<file path="src/design/tdma_budget_pkg.sv">
package tdma_budget_pkg;
  // ==========================================================
  // Widths
  localparam int BUDGET_W = 7;
  localparam int PERIOD_W = 17;
  localparam int SLOT_W   = 4;
  localparam int ID_W     = 3;
  localparam int MSG_W    = 4;
  localparam int LEASE_W  = 8;
  localparam int MAX_CHILDREN = 8;

  // ==========================================================
  // Byte budgets
  localparam logic [BUDGET_W-1:0] BASE_BUDGET_MAX  = 7'h69;
  localparam logic [BUDGET_W-1:0] BASE_SLOT_STEP   = 7'h03;
  localparam logic [BUDGET_W-1:0] HEADER_BYTES     = 7'h09;
  localparam logic [BUDGET_W-1:0] BASE_BUFFER_MAX  = 7'h72;
  localparam logic [BUDGET_W-1:0] CHILD_BUDGET_MAX = 7'h6d;
  localparam logic [BUDGET_W-1:0] CHILD_BUFFER_MAX = 7'h76;
  localparam logic [BUDGET_W-1:0] BUDGET_ZERO      = 7'h00;

  // ==========================================================
  // Hop period arithmetic, microseconds
  localparam logic [PERIOD_W-1:0] US_PER_BYTE    = 17'h00050;
  localparam logic [PERIOD_W-1:0] SLOT_OVH_US    = 17'h00988;
  localparam logic [PERIOD_W-1:0] FRAME_OVH_US   = 17'h00cd0;
  localparam logic [PERIOD_W-1:0] PERIOD_STEP_US = 17'h001f4;
  localparam logic [PERIOD_W-1:0] PERIOD_STEP_M1 = 17'h001f3;

  // ==========================================================
  // Reset values and slot count limits
  localparam logic [BUDGET_W-1:0] BASE_BUDGET_RST  = 7'h28;
  localparam logic [BUDGET_W-1:0] CHILD_BUDGET_RST = 7'h19;
  localparam logic [PERIOD_W-1:0] HOP_PERIOD_RST   = 17'h04e20;
  localparam logic [SLOT_W-1:0]   SLOT_COUNT_RST   = 4'h3;
  localparam logic [SLOT_W-1:0]   SLOT_COUNT_MIN   = 4'h1;
  localparam logic [SLOT_W-1:0]   SLOT_COUNT_MAX   = 4'h8;
  localparam logic [MSG_W-1:0]    MSG_LIMIT_RST    = 4'h8;
  localparam logic [LEASE_W-1:0]  LEASE_HOPS_RST   = 8'h04;

  // ==========================================================
  // Search state
  typedef enum logic [1:0]
  {
    ST_IDLE   = 2'b01,
    ST_SEARCH = 2'b10
  } calc_state_t;

  // ==========================================================
  // Largest base budget for a slot count
  function automatic logic [BUDGET_W-1:0] base_budget_cap(input logic [SLOT_W-1:0] slots);
    logic [BUDGET_W-1:0] extra;
    extra = BUDGET_W'(slots) - BUDGET_W'(SLOT_COUNT_MIN);
    base_budget_cap = BASE_BUDGET_MAX - BUDGET_W'(extra * BASE_SLOT_STEP);
  endfunction

  // Slot count forced into 1..8
  function automatic logic [SLOT_W-1:0] clamp_slots(input logic [SLOT_W-1:0] slots);
    if (slots < SLOT_COUNT_MIN)
      clamp_slots = SLOT_COUNT_MIN;
    else if (slots > SLOT_COUNT_MAX)
      clamp_slots = SLOT_COUNT_MAX;
    else
      clamp_slots = slots;
  endfunction
endpackage

</file>
<file path="src/design/hop_period_formula.sv">
`timescale 1ns/1ps
`default_nettype none
module hop_period_formula
(
  input  wire logic [tdma_budget_pkg::SLOT_W-1:0]   slots,
  input  wire logic [tdma_budget_pkg::BUDGET_W-1:0] base_budget,
  input  wire logic [tdma_budget_pkg::BUDGET_W-1:0] child_budget,
  output logic      [tdma_budget_pkg::PERIOD_W-1:0] raw_us,
  output logic      [tdma_budget_pkg::PERIOD_W-1:0] rounded_us
);
  import tdma_budget_pkg::*;

  logic [PERIOD_W-1:0] per_slot;
  logic [PERIOD_W-1:0] steps;

  // ==========================================================
  // Period before and after rounding
  always_comb
  begin
    per_slot   = PERIOD_W'(US_PER_BYTE * PERIOD_W'(child_budget)) + SLOT_OVH_US;
    raw_us     = PERIOD_W'(PERIOD_W'(slots) * per_slot)
               + PERIOD_W'(US_PER_BYTE * PERIOD_W'(base_budget)) + FRAME_OVH_US;
    steps      = (raw_us + PERIOD_STEP_M1) / PERIOD_STEP_US;
    rounded_us = PERIOD_W'(steps * PERIOD_STEP_US);
  end
endmodule
`default_nettype wire

</file>
<file path="src/design/slot_lease_timer.sv">
`timescale 1ns/1ps
`default_nettype none
module slot_lease_timer
(
  input  wire logic                                clock,
  input  wire logic                                nrst,
  input  wire logic                                hop_tick,
  input  wire logic                                refresh,
  input  wire logic [tdma_budget_pkg::LEASE_W-1:0] reload,
  output logic                                     reserved
);
  import tdma_budget_pkg::*;

  logic [LEASE_W-1:0] hops_left_r;

  // ==========================================================
  // Lease countdown, refresh wins over tick
  always_ff @(posedge clock or negedge nrst)
  begin
    if (!nrst)
      hops_left_r <= '0;
    else if (refresh)
      hops_left_r <= reload;
    else if (hop_tick && (hops_left_r != '0))
      hops_left_r <= hops_left_r - LEASE_W'(1);
  end

  assign reserved = (hops_left_r != '0);
endmodule
`default_nettype wire

</file>
<file path="src/design/tdma_slot_budget_calc.sv">
`timescale 1ns/1ps
`default_nettype none
module tdma_slot_budget_calc
(
  input  wire logic                                 clock,
  input  wire logic                                 nrst,
  input  wire logic                                 node_is_base,
  input  wire logic                                 cfg_write,
  input  wire logic [tdma_budget_pkg::BUDGET_W-1:0] base_budget_setting,
  input  wire logic [tdma_budget_pkg::SLOT_W-1:0]   slot_count_setting,
  input  wire logic [tdma_budget_pkg::PERIOD_W-1:0] hop_period_setting,
  input  wire logic [tdma_budget_pkg::MSG_W-1:0]    message_limit_setting,
  input  wire logic [tdma_budget_pkg::LEASE_W-1:0]  lease_hops_setting,
  input  wire logic                                 beacon_rx,
  input  wire logic [tdma_budget_pkg::SLOT_W-1:0]   beacon_slot_count,
  input  wire logic [tdma_budget_pkg::BUDGET_W-1:0] beacon_base_budget,
  input  wire logic [tdma_budget_pkg::PERIOD_W-1:0] beacon_hop_period,
  input  wire logic                                 hop_start,
  input  wire logic                                 hop_tx_begin,
  input  wire logic                                 msg_valid,
  input  wire logic [tdma_budget_pkg::BUDGET_W-1:0] msg_payload_len,
  input  wire logic                                 msg_fully_held,
  input  wire logic                                 child_request,
  input  wire logic [tdma_budget_pkg::ID_W-1:0]     child_request_id,
  output logic      [tdma_budget_pkg::BUDGET_W-1:0] base_payload_budget,
  output logic      [tdma_budget_pkg::BUDGET_W-1:0] child_payload_budget,
  output logic      [tdma_budget_pkg::SLOT_W-1:0]   child_slot_count,
  output logic      [tdma_budget_pkg::PERIOD_W-1:0] hop_period_us,
  output logic      [tdma_budget_pkg::MSG_W-1:0]    hop_message_limit,
  output logic      [tdma_budget_pkg::LEASE_W-1:0]  slot_reservation_hops,
  output logic      [tdma_budget_pkg::BUDGET_W-1:0] base_buffer_bytes,
  output logic      [tdma_budget_pkg::BUDGET_W-1:0] child_buffer_bytes,
  output logic                                      calc_busy,
  output logic                                      msg_accept,
  output logic                                      msg_reject,
  output logic      [tdma_budget_pkg::BUDGET_W-1:0] hop_bytes_used,
  output logic      [tdma_budget_pkg::MSG_W-1:0]    hop_msg_count,
  output logic                                      slot_grant,
  output logic                                      slot_deny,
  output logic      [tdma_budget_pkg::MAX_CHILDREN-1:0] slot_reserved
);
  import tdma_budget_pkg::*;

  // ==========================================================
  // Configuration registers
  logic [BUDGET_W-1:0] base_budget_r;
  logic [SLOT_W-1:0]   slot_count_r;
  logic [PERIOD_W-1:0] period_setting_r;
  logic [MSG_W-1:0]    msg_limit_r;
  logic [LEASE_W-1:0]  lease_hops_r;
  logic                recalc_r;
  logic [SLOT_W-1:0]   new_slots;
  logic [BUDGET_W-1:0] new_cap;
  logic                base_cfg;

  assign base_cfg  = cfg_write && node_is_base;
  assign new_slots = node_is_base ? clamp_slots(slot_count_setting)
                                  : clamp_slots(beacon_slot_count);
  assign new_cap   = base_budget_cap(new_slots);

  always_ff @(posedge clock or negedge nrst)
  begin
    if (!nrst)
    begin
      base_budget_r    <= BASE_BUDGET_RST;
      slot_count_r     <= SLOT_COUNT_RST;
      period_setting_r <= HOP_PERIOD_RST;
    end
    else if (base_cfg)
    begin
      slot_count_r     <= new_slots;
      base_budget_r    <= (base_budget_setting > new_cap) ? new_cap
                                                          : base_budget_setting;
      period_setting_r <= hop_period_setting;
    end
    else if (beacon_rx && !node_is_base)
    begin
      slot_count_r     <= new_slots;
      base_budget_r    <= (beacon_base_budget > new_cap) ? new_cap : beacon_base_budget;
      period_setting_r <= beacon_hop_period;
    end
  end

  always_ff @(posedge clock or negedge nrst)
  begin
    if (!nrst)
    begin
      msg_limit_r  <= MSG_LIMIT_RST;
      lease_hops_r <= LEASE_HOPS_RST;
    end
    else if (cfg_write)
    begin
      msg_limit_r  <= message_limit_setting;
      lease_hops_r <= lease_hops_setting;
    end
  end

  // ==========================================================
  // Child budget search
  calc_state_t         state_r;
  logic [BUDGET_W-1:0] cand_r;
  logic [BUDGET_W-1:0] child_budget_r;
  logic [PERIOD_W-1:0] period_r;
  logic [PERIOD_W-1:0] raw_us;
  logic [PERIOD_W-1:0] rounded_us;
  logic                cand_fits;
  logic                busy_r;

  hop_period_formula u_formula
  (
    .slots        (slot_count_r),
    .base_budget  (base_budget_r),
    .child_budget (cand_r),
    .raw_us       (raw_us),
    .rounded_us   (rounded_us)
  );

  assign cand_fits = (raw_us <= period_setting_r) || (cand_r == BUDGET_ZERO);

  always_ff @(posedge clock or negedge nrst)
  begin
    if (!nrst)
      recalc_r <= 1'b0;
    else if (base_cfg || (beacon_rx && !node_is_base))
      recalc_r <= 1'b1;
    else if (state_r == ST_IDLE)
      recalc_r <= 1'b0;
  end

  // Busy flag, same timing as search or pending recalc
  always_ff @(posedge clock or negedge nrst)
  begin
    if (!nrst)
      busy_r <= 1'b0;
    else
      busy_r <= base_cfg || (beacon_rx && !node_is_base) || recalc_r
             || ((state_r == ST_SEARCH) && !cand_fits);
  end

  always_ff @(posedge clock or negedge nrst)
  begin
    if (!nrst)
    begin
      state_r <= ST_IDLE;
      cand_r  <= CHILD_BUDGET_MAX;
    end
    else
    begin
      case (state_r)
        ST_IDLE:
        begin
          if (recalc_r)
          begin
            state_r <= ST_SEARCH;
            cand_r  <= CHILD_BUDGET_MAX;
          end
        end
        ST_SEARCH:
        begin
          if (cand_fits)
            state_r <= ST_IDLE;
          else
            cand_r <= cand_r - BUDGET_W'(1);
        end
        default:
          state_r <= ST_IDLE;
      endcase
    end
  end

  always_ff @(posedge clock or negedge nrst)
  begin
    if (!nrst)
    begin
      child_budget_r <= CHILD_BUDGET_RST;
      period_r       <= HOP_PERIOD_RST;
    end
    else if ((state_r == ST_SEARCH) && cand_fits)
    begin
      child_budget_r <= cand_r;
      period_r       <= rounded_us;
    end
  end

  // ==========================================================
  // Buffer sizes
  logic [BUDGET_W-1:0] base_buf_r;
  logic [BUDGET_W-1:0] child_buf_r;
  logic [BUDGET_W-1:0] base_buf_nxt;
  logic [BUDGET_W-1:0] child_buf_nxt;

  always_comb
  begin
    base_buf_nxt  = base_budget_r + HEADER_BYTES;
    child_buf_nxt = child_budget_r + HEADER_BYTES;
    if (base_buf_nxt > BASE_BUFFER_MAX)
      base_buf_nxt = BASE_BUFFER_MAX;
    if (child_buf_nxt > CHILD_BUFFER_MAX)
      child_buf_nxt = CHILD_BUFFER_MAX;
  end

  always_ff @(posedge clock or negedge nrst)
  begin
    if (!nrst)
    begin
      base_buf_r  <= BASE_BUDGET_RST + HEADER_BYTES;
      child_buf_r <= CHILD_BUDGET_RST + HEADER_BYTES;
    end
    else
    begin
      base_buf_r  <= base_buf_nxt;
      child_buf_r <= child_buf_nxt;
    end
  end

  // ==========================================================
  // Per-hop message packing
  logic [BUDGET_W-1:0] used_r;
  logic [MSG_W-1:0]    count_r;
  logic                tx_started_r;
  logic                accept_r;
  logic                reject_r;
  logic [BUDGET_W-1:0] hop_buf;
  logic [BUDGET_W:0]   need;
  logic                fits;

  assign hop_buf = node_is_base ? base_buf_r : child_buf_r;
  assign need    = {1'b0, used_r} + {1'b0, msg_payload_len} + {1'b0, HEADER_BYTES};
  assign fits    = msg_fully_held && !tx_started_r
                && (count_r < msg_limit_r)
                && (need <= {1'b0, hop_buf});

  always_ff @(posedge clock or negedge nrst)
  begin
    if (!nrst)
      tx_started_r <= 1'b0;
    else if (hop_start)
      tx_started_r <= 1'b0;
    else if (hop_tx_begin)
      tx_started_r <= 1'b1;
  end

  always_ff @(posedge clock or negedge nrst)
  begin
    if (!nrst)
    begin
      used_r  <= BUDGET_ZERO;
      count_r <= '0;
    end
    else if (hop_start)
    begin
      used_r  <= BUDGET_ZERO;
      count_r <= '0;
    end
    else if (msg_valid && fits)
    begin
      used_r  <= need[BUDGET_W-1:0];
      count_r <= count_r + MSG_W'(1);
    end
  end

  always_ff @(posedge clock or negedge nrst)
  begin
    if (!nrst)
    begin
      accept_r <= 1'b0;
      reject_r <= 1'b0;
    end
    else
    begin
      accept_r <= msg_valid && !hop_start && fits;
      reject_r <= msg_valid && !(!hop_start && fits);
    end
  end

  // ==========================================================
  // Slot leases and child admission
  logic [MAX_CHILDREN-1:0] reserved;
  logic [MAX_CHILDREN-1:0] refresh;
  logic [SLOT_W-1:0]       reserved_count;
  logic                    admit;
  logic                    grant_r;
  logic                    deny_r;
  logic [MAX_CHILDREN-1:0] reserved_r;

  genvar gi;
  generate
    for (gi = 0; gi < MAX_CHILDREN; gi++)
    begin : g_lease
      assign refresh[gi] = child_request && admit && node_is_base
                        && (child_request_id == ID_W'(gi));
      slot_lease_timer u_lease
      (
        .clock    (clock),
        .nrst     (nrst),
        .hop_tick (hop_start),
        .refresh  (refresh[gi]),
        .reload   (lease_hops_r),
        .reserved (reserved[gi])
      );
    end
  endgenerate

  always_comb
  begin
    reserved_count = '0;
    for (int i = 0; i < MAX_CHILDREN; i++)
      reserved_count = reserved_count + SLOT_W'(reserved[i]);
  end

  assign admit = reserved[child_request_id]
              || (reserved_count < slot_count_r);

  always_ff @(posedge clock or negedge nrst)
  begin
    if (!nrst)
    begin
      grant_r    <= 1'b0;
      deny_r     <= 1'b0;
      reserved_r <= '0;
    end
    else
    begin
      grant_r    <= child_request && node_is_base && admit;
      deny_r     <= child_request && node_is_base && !admit;
      reserved_r <= reserved;
    end
  end

  // ==========================================================
  // Outputs
  assign base_payload_budget   = base_budget_r;
  assign child_payload_budget  = child_budget_r;
  assign child_slot_count      = slot_count_r;
  assign hop_period_us         = period_r;
  assign hop_message_limit     = msg_limit_r;
  assign slot_reservation_hops = lease_hops_r;
  assign base_buffer_bytes     = base_buf_r;
  assign child_buffer_bytes    = child_buf_r;
  assign calc_busy             = busy_r;
  assign msg_accept            = accept_r;
  assign msg_reject            = reject_r;
  assign hop_bytes_used        = used_r;
  assign hop_msg_count         = count_r;
  assign slot_grant            = grant_r;
  assign slot_deny             = deny_r;
  assign slot_reserved         = reserved_r;
endmodule
`default_nettype wire

</file>
<file path="config.mk">
export PLATFORM = sky130hd
export DESIGN_NAME = tdma_slot_budget_calc
export DESIGN_NICKNAME = d
export VERILOG_FILES = /design/src/design/tdma_budget_pkg.sv /design/src/design/hop_period_formula.sv /design/src/design/slot_lease_timer.sv /design/src/design/tdma_slot_budget_calc.sv
export SDC_FILE = /design/constraint.sdc
export NUM_CORES = 1
export LEC_CHECK = 0
export BUFFER_PORTS_ARGS = -buffer_cell sky130_fd_sc_hd__buf_2
export CORE_MARGIN = 4
export CORE_UTILIZATION = 30
export DETAILED_ROUTE_END_ITERATION = 10
export GPL_TIMING_DRIVEN = 0
export SYNTH_ARGS = -nofsm -noshare
export SYNTH_HDL_FRONTEND = slang
export SYNTH_SLANG_ARGS = --single-unit
export TNS_END_PERCENT = 1
</file>
<file path="constraint.sdc">
create_clock -name clock -period 38.5 [get_ports clock]
set_input_delay 3.85 -clock clock [delete_from_list [all_inputs] [get_ports clock]]
set_output_delay 3.85 -clock clock [all_outputs]
set_load 0.02 [all_outputs]
</file>
==> flow_metrics.tcl, run 1 <==
set metrics [dict create \
    setup_viol 0 \
    regArea_um2 4420 \
    num_rows 84 \
    yosysWarnings 0 \
    min_to "hop_period_us[5]" \
    timing.rr.start "cand_r[3]" \
    syn2layout_area_growth_pct 14.7 \
    dr.pass1.iters 5 \
    layout_commonest_cell "nand2_1" \
    hp-class "flop to flop" \
    grt_use_total 0.147 \
    clk_path_buf_depth 2 \
    rsz0062_at_grt "no" \
    crit_type "flop to flop" \
    rr_worst_depth 56 \
    grt_pass1_vias 13314 \
    setup-tns-final_ns 0 \
    final_nets 2301 \
    busiest_layer "met2" \
    post_cts_resized 0 \
    core_area_um2 52700 \
    syn-cell-area_um2 16000 \
    r2r_slack_ns 22.42 \
    worst_pin_slew_ns 0.865 \
    r2r_end "hop_period_us[16]" \
    grt_pass1_wl_mm 68.2 \
    die_height_um 239 \
    timing.fmax_ghz 0.0622 \
    hpwl_mm 33.1 \
    ys_ff_latch 175 \
    synth.yosys.seq_area_share 0.277 \
    postSynth.asyncResetShare 1.00 \
    ys_types 104 \
    hold_viol 0 \
    drv_cap 0 \
    required_ns 38.85 \
    antennaDiodeCount 0 \
    synthAdderAreaFrac 0.211 \
    postCtsSetupRepairBufs 0 \
    synth-simple-area-share 0.181 \
    synth-edff-count 0 \
    cpMaxStageDelayCell "dfstp_2" \
    cts_hold_buf 0 \
    synthXorXnorAreaFrac 0.0808 \
    via_per_inst 4.95 \
    antenna_found_initial 0 \
    hold_depth 2 \
    cts-buffers-inserted 17 \
    grt_util_met3 0.0212 \
    start_kind "flop" \
    multiInputGateArea_um2 10700 \
    layout_common_cells "176 x nand2_1, 172 x inv_1, 169 x buf_2, 163 x ha_1, 156 x nor2_1" \
    path_common_cell "fa_1" \
    gr-total-overflow 0 \
    grt_max_degree 115 \
    gp_congestion 0.863 \
    htreeDepth 4 \
    vias 13285 \
    cts.sinks 175 \
    synth_top_family_by_area "adder cells" \
    yosys_most_used_dff "dfrtp_1" \
    worst_setup_path_end_kind "flop" \
    die-width_um 239 \
    outcome "finished clean" \
    ys_top_cells_by_area "dfrtp_1 23%, ha_1 13%, fa_1 8.2%, xnor2_1 5.3%, dfstp_2 4.9%" \
    wl_per_cell_um 15.5 \
    met1_usage 0.192 \
    fin_crit_sh 0.418 \
    maxSlewViolCount 0 \
    yosysTopAreaCellShare 0.227 \
    clk_pin_slew_worst_paths_ns 0.07 \
    crit_path_max_incr_delay_ns 0.61 \
    fill_cells 5374 \
    drtIter0Drc 695 \
    initial_utilization 0.303 \
    cts_root_buf "clkbuf_16" \
    avgSynthCellArea_um2 8.90 \
    slew-limit-headroom 0.419 \
    met2_usage 0.254 \
    arrival_ns 16.43 \
    insertion_delay_ns 0.48 \
    synth_cells 1794 \
    die_area_um2 57000 \
    worstPathMaxFanout 8 \
    wirelength_mm 41.5 \
    drive_above_1_share 0.160 \
    fin_crit_ns 16.08 \
    ios 173 \
    synth_top_area_cell "dfrtp_1" \
    remaining_drc_errors 0 \
    hold_start "hop_period_us[5]" \
    muxShareOfSynthArea 0.0397 \
    cts_tree "yes" \
    synth-compound-area-share 0.153 \
    final_antenna_net_count 0 \
    io_buffers 166 \
    fin_skew_ns 0.0152 \
]
==> kinds of logic after synthesis <==
group	Yosys count
AOI/OAI and AO/OA	362
and+or+nand+nor	588
muxes	58
other	2
xor gates and xnor gates	143
DFF	175
buffers and inverters	235
adders and majority gates	231
==> sequential cells by signal (all words and copies together) (netlist names), 8 cells and up <==
name and flops:
period_setting_r 17, hop_period_us 15, slot_reservation_hops 8, slot_reserved 8
g_lease.u_lease.hops_left_r 64
==> cells in the mapped netlist, drive strengths merged, types with 18 or more instances <==
cell type / n
a21o: 20
nand3: 44
and2: 25
o21ai: 93
dfstp: 30
nand2: 176
or3: 22
ha: 163
nor2: 159
mux2: 20
nor3: 35
nand2b: 21
xor2: 43
mux2i: 36
nor2b: 18
xnor2: 100
fa: 65
dfrtp: 145
inv: 177
a21oi: 120
clkbuf: 46
==> metal layers <==
| metal | up-vias | wire [um] |
|---|---|---|
| li1 | 6546 | - |
| met1 | 6416 | 18700 |
| met2 | 271 | 20400 |
| met3 | 52 | 1590 |
| met4 | 0 | 777 |
| met5 | - | 0 |
==> stage by stage <==
stage                     instance area [um2]  cells   util  worst slack [ns]  hold slack (ns)
after CTS                               18300   2686  0.348             22.38            0.478
final                                   18300   2686  0.348             22.42            0.469
after floorplan                         16000   1799      -             24.48            0.450
after global placement                  17700   2653  0.336             22.69            0.462
after global routing                    18300   2686  0.348             21.27            0.495
after detailed placement                17700   2654  0.336             22.46            0.465
==> worst max-delay path by stage <==
| stage | depth (start not counted) | endpoint | slack [ns] | start |
|---|---|---|---|---|
| floorplan | 55 | hop_period_us[16] | 24.48 | cand_r[3] |
| global placement | 55 | hop_period_us[16] | 22.69 | cand_r[3] |
| detailed placement | 56 | hop_period_us[16] | 22.46 | cand_r[3] |
| CTS | 55 | hop_period_us[16] | 22.38 | cand_r[3] |
| global route | 58 | hop_period_us[16] | 21.27 | cand_r[3] |
| finish | 56 | hop_period_us[16] | 22.42 | cand_r[3] |
==> critical path, delay by kind of cell (launching register included) <==
family                     cells  cell delay, ns
AOI/OAI and AO/OA             24            5.92
adders and majority gates     14            5.49
and+or+nand+nor                8            1.76
xor gates and xnor gates       4            1.22
DFF                            1            0.61
buffers and inverters          5            0.54
muxes                          1            0.39
==> area by class of cell <==
class / count / area share
plain buffers: 57 / 0.0128
flip-flops and latches: 175 / 0.241
multi-input cells: 1389 / 0.582
clock buffers: 17 / 0.0232
clock inverters: 15 / 0.00930
repair buffers: 167 / 0.0474
inverters: 178 / 0.0365
well taps: 688 / 0.0470
Power of run 1 is not shown: default switching activity piles up to over one toggle a cycle in this logic, so the estimate is an artifact.
==> run 2, diff against run 1 <==
==> constraint.sdc (replaced) <==
create_clock -name clock -period 16.8 [get_ports clock]
set_input_delay 1.68 -clock clock [delete_from_list [all_inputs] [get_ports clock]]
set_output_delay 1.68 -clock clock [all_outputs]
set_load 0.02 [all_outputs]
==> flow_metrics.tcl, run 2 (synthesis gave the netlist of run 1 again) <==
set metrics [dict create \
    arrival_ns 15.95 \
    cts-buffers-inserted 17 \
    layout_common_cells "176 x nand2_1, 172 x inv_1, 169 x buf_2, 163 x ha_1, 155 x nor2_1" \
    grt_max_degree 115 \
    htreeDepth 4 \
    rr_worst_depth 57 \
    largest-register "g_lease.u_lease.hops_left_r" \
    grt_pass1_vias 13314 \
    grt_use_total 0.147 \
    fin_skew_ns 0.0166 \
    final_antenna_net_count 0 \
    core_area_um2 52700 \
    outcome "finished clean" \
    worst_pin_slew_ns 0.870 \
    wirelength_mm 41.6 \
    maxSlewViolCount 0 \
    worst_setup_path_end_kind "flop" \
    fin_crit_ns 15.61 \
    hold_start "hop_period_us[5]" \
    hp-class "flop to flop" \
    regArea_um2 4420 \
    syn2layout_area_growth_pct 15.1 \
    cts_tree "yes" \
    gp_congestion 0.863 \
    multiInputGateArea_um2 10700 \
    gr-total-overflow 0 \
    min_to "hop_period_us[5]" \
    cts_root_buf "clkbuf_16" \
    r2r_slack_ns 1.19 \
    path_common_cell "fa_1" \
    cpMaxStageDelayCell "dfstp_2" \
    dr.pass1.iters 5 \
    crit_path_max_incr_delay_ns 0.62 \
    drive_above_1_share 0.164 \
    slew-limit-headroom 0.416 \
    num_rows 84 \
    insertion_delay_ns 0.48 \
    io_buffers 166 \
    die_height_um 239 \
    drtIter0Drc 637 \
    hold_depth 2 \
    antenna_found_initial 0 \
    antennaDiodeCount 0 \
    initial_utilization 0.303 \
    setup_viol 0 \
    final_nets 2304 \
    hpwl_mm 33.1 \
    hold_viol 0 \
    grt_pass1_wl_mm 68.2 \
    layout_commonest_cell "nand2_1" \
    setup-tns-final_ns 0 \
    crit_type "flop to flop" \
    start_kind "flop" \
    required_ns 17.15 \
    largest_reg_flops 64 \
    drv_cap 0 \
    ios 173 \
    fill_cells 5368 \
    wl_per_cell_um 15.5 \
    via_per_inst 4.94 \
    die_area_um2 57000 \
    vias 13271 \
    worstPathMaxFanout 9 \
    timing.rr.start "cand_r[3]" \
    die-width_um 239 \
    fin_crit_sh 0.929 \
    rsz0062_at_grt "no" \
    clk_pin_slew_worst_paths_ns 0.07 \
    timing.fmax_ghz 0.0641 \
    cts.sinks 175 \
    r2r_end "hop_period_us[16]" \
    remaining_drc_errors 0 \
    clk_path_buf_depth 2 \
]
==> run 2: changes by cell type in the layout (fill, tap and decap cells not counted), sizes merged <==
cell / previous run / this run
buf: 178 / 181
==> run 2: repair_timing <==
item | CTS | global route
hold buffers | 0 | 0
buffers inserted | 0 | 3
hold endpoints to repair | 0 | 0
resized for setup | 0 | 8
setup endpoints to repair | 0 | 3
==> run 2: per-stage QoR <==
stage / cell area [um2] / hold WS (ns) / setup WS (ns) / util / cells
after floorplan: 16000 / 0.450 / 2.77 / - / 1799
after global placement: 17700 / 0.462 / 0.995 / 0.336 / 2653
after detailed placement: 17700 / 0.465 / 0.764 / 0.336 / 2654
after CTS: 18300 / 0.478 / 0.680 / 0.348 / 2686
after global routing: 18400 / 0.495 / 0.00685 / 0.349 / 2689
final: 18400 / 0.470 / 1.19 / 0.349 / 2689
==> run 2: critical path, delay by kind of cell, from the launching register on <==
kind / cells / cell delay (ns)
compound gates: 25 / 5.86
xor+xnor: 3 / 0.73
fa+ha+maj: 14 / 5.47
buf+inv: 5 / 0.49
flops: 1 / 0.62
mux: 1 / 0.32
simple gates: 9 / 1.97
==> run 2: layout make-up <==
cell class	count	share of cell area
Inverter	178	0.0364
Buffer	57	0.0127
Multi-Input combinational cell	1389	0.583
Clock inverter	15	0.00926
Sequential cell	175	0.240
Tap cell	688	0.0469
Timing Repair Buffer	170	0.0485
Clock buffer	17	0.0232
==> run 2: how the worst max path moves through the flow <==
stage / slack, ns / startpoint / cells past startpoint / endpoint
final: 1.19 / cand_r[3] / 57 / hop_period_us[16]
after global routing: 0.007 / cand_r[3] / 60 / hop_period_us[16]
after CTS: 0.68 / cand_r[3] / 55 / hop_period_us[16]
after detailed placement: 0.76 / cand_r[3] / 56 / hop_period_us[16]
after global placement: 0.99 / cand_r[3] / 55 / hop_period_us[16]
after floorplan: 2.77 / cand_r[3] / 55 / hop_period_us[16]
==> run 2: metal layers <==
layer / part of all wire / track usage / routed length (um) / up-vias
li1: - / - / - / 6558
met2: 0.49 / 0.254 / 20500 / 267
met5: 0 / 0 / 0 / -
met4: 0.017 / 0.0449 / 723 / 0
met3: 0.041 / 0.0212 / 1710 / 49
met1: 0.45 / 0.192 / 18700 / 6397
Power of run 2 is left out for the same reason.
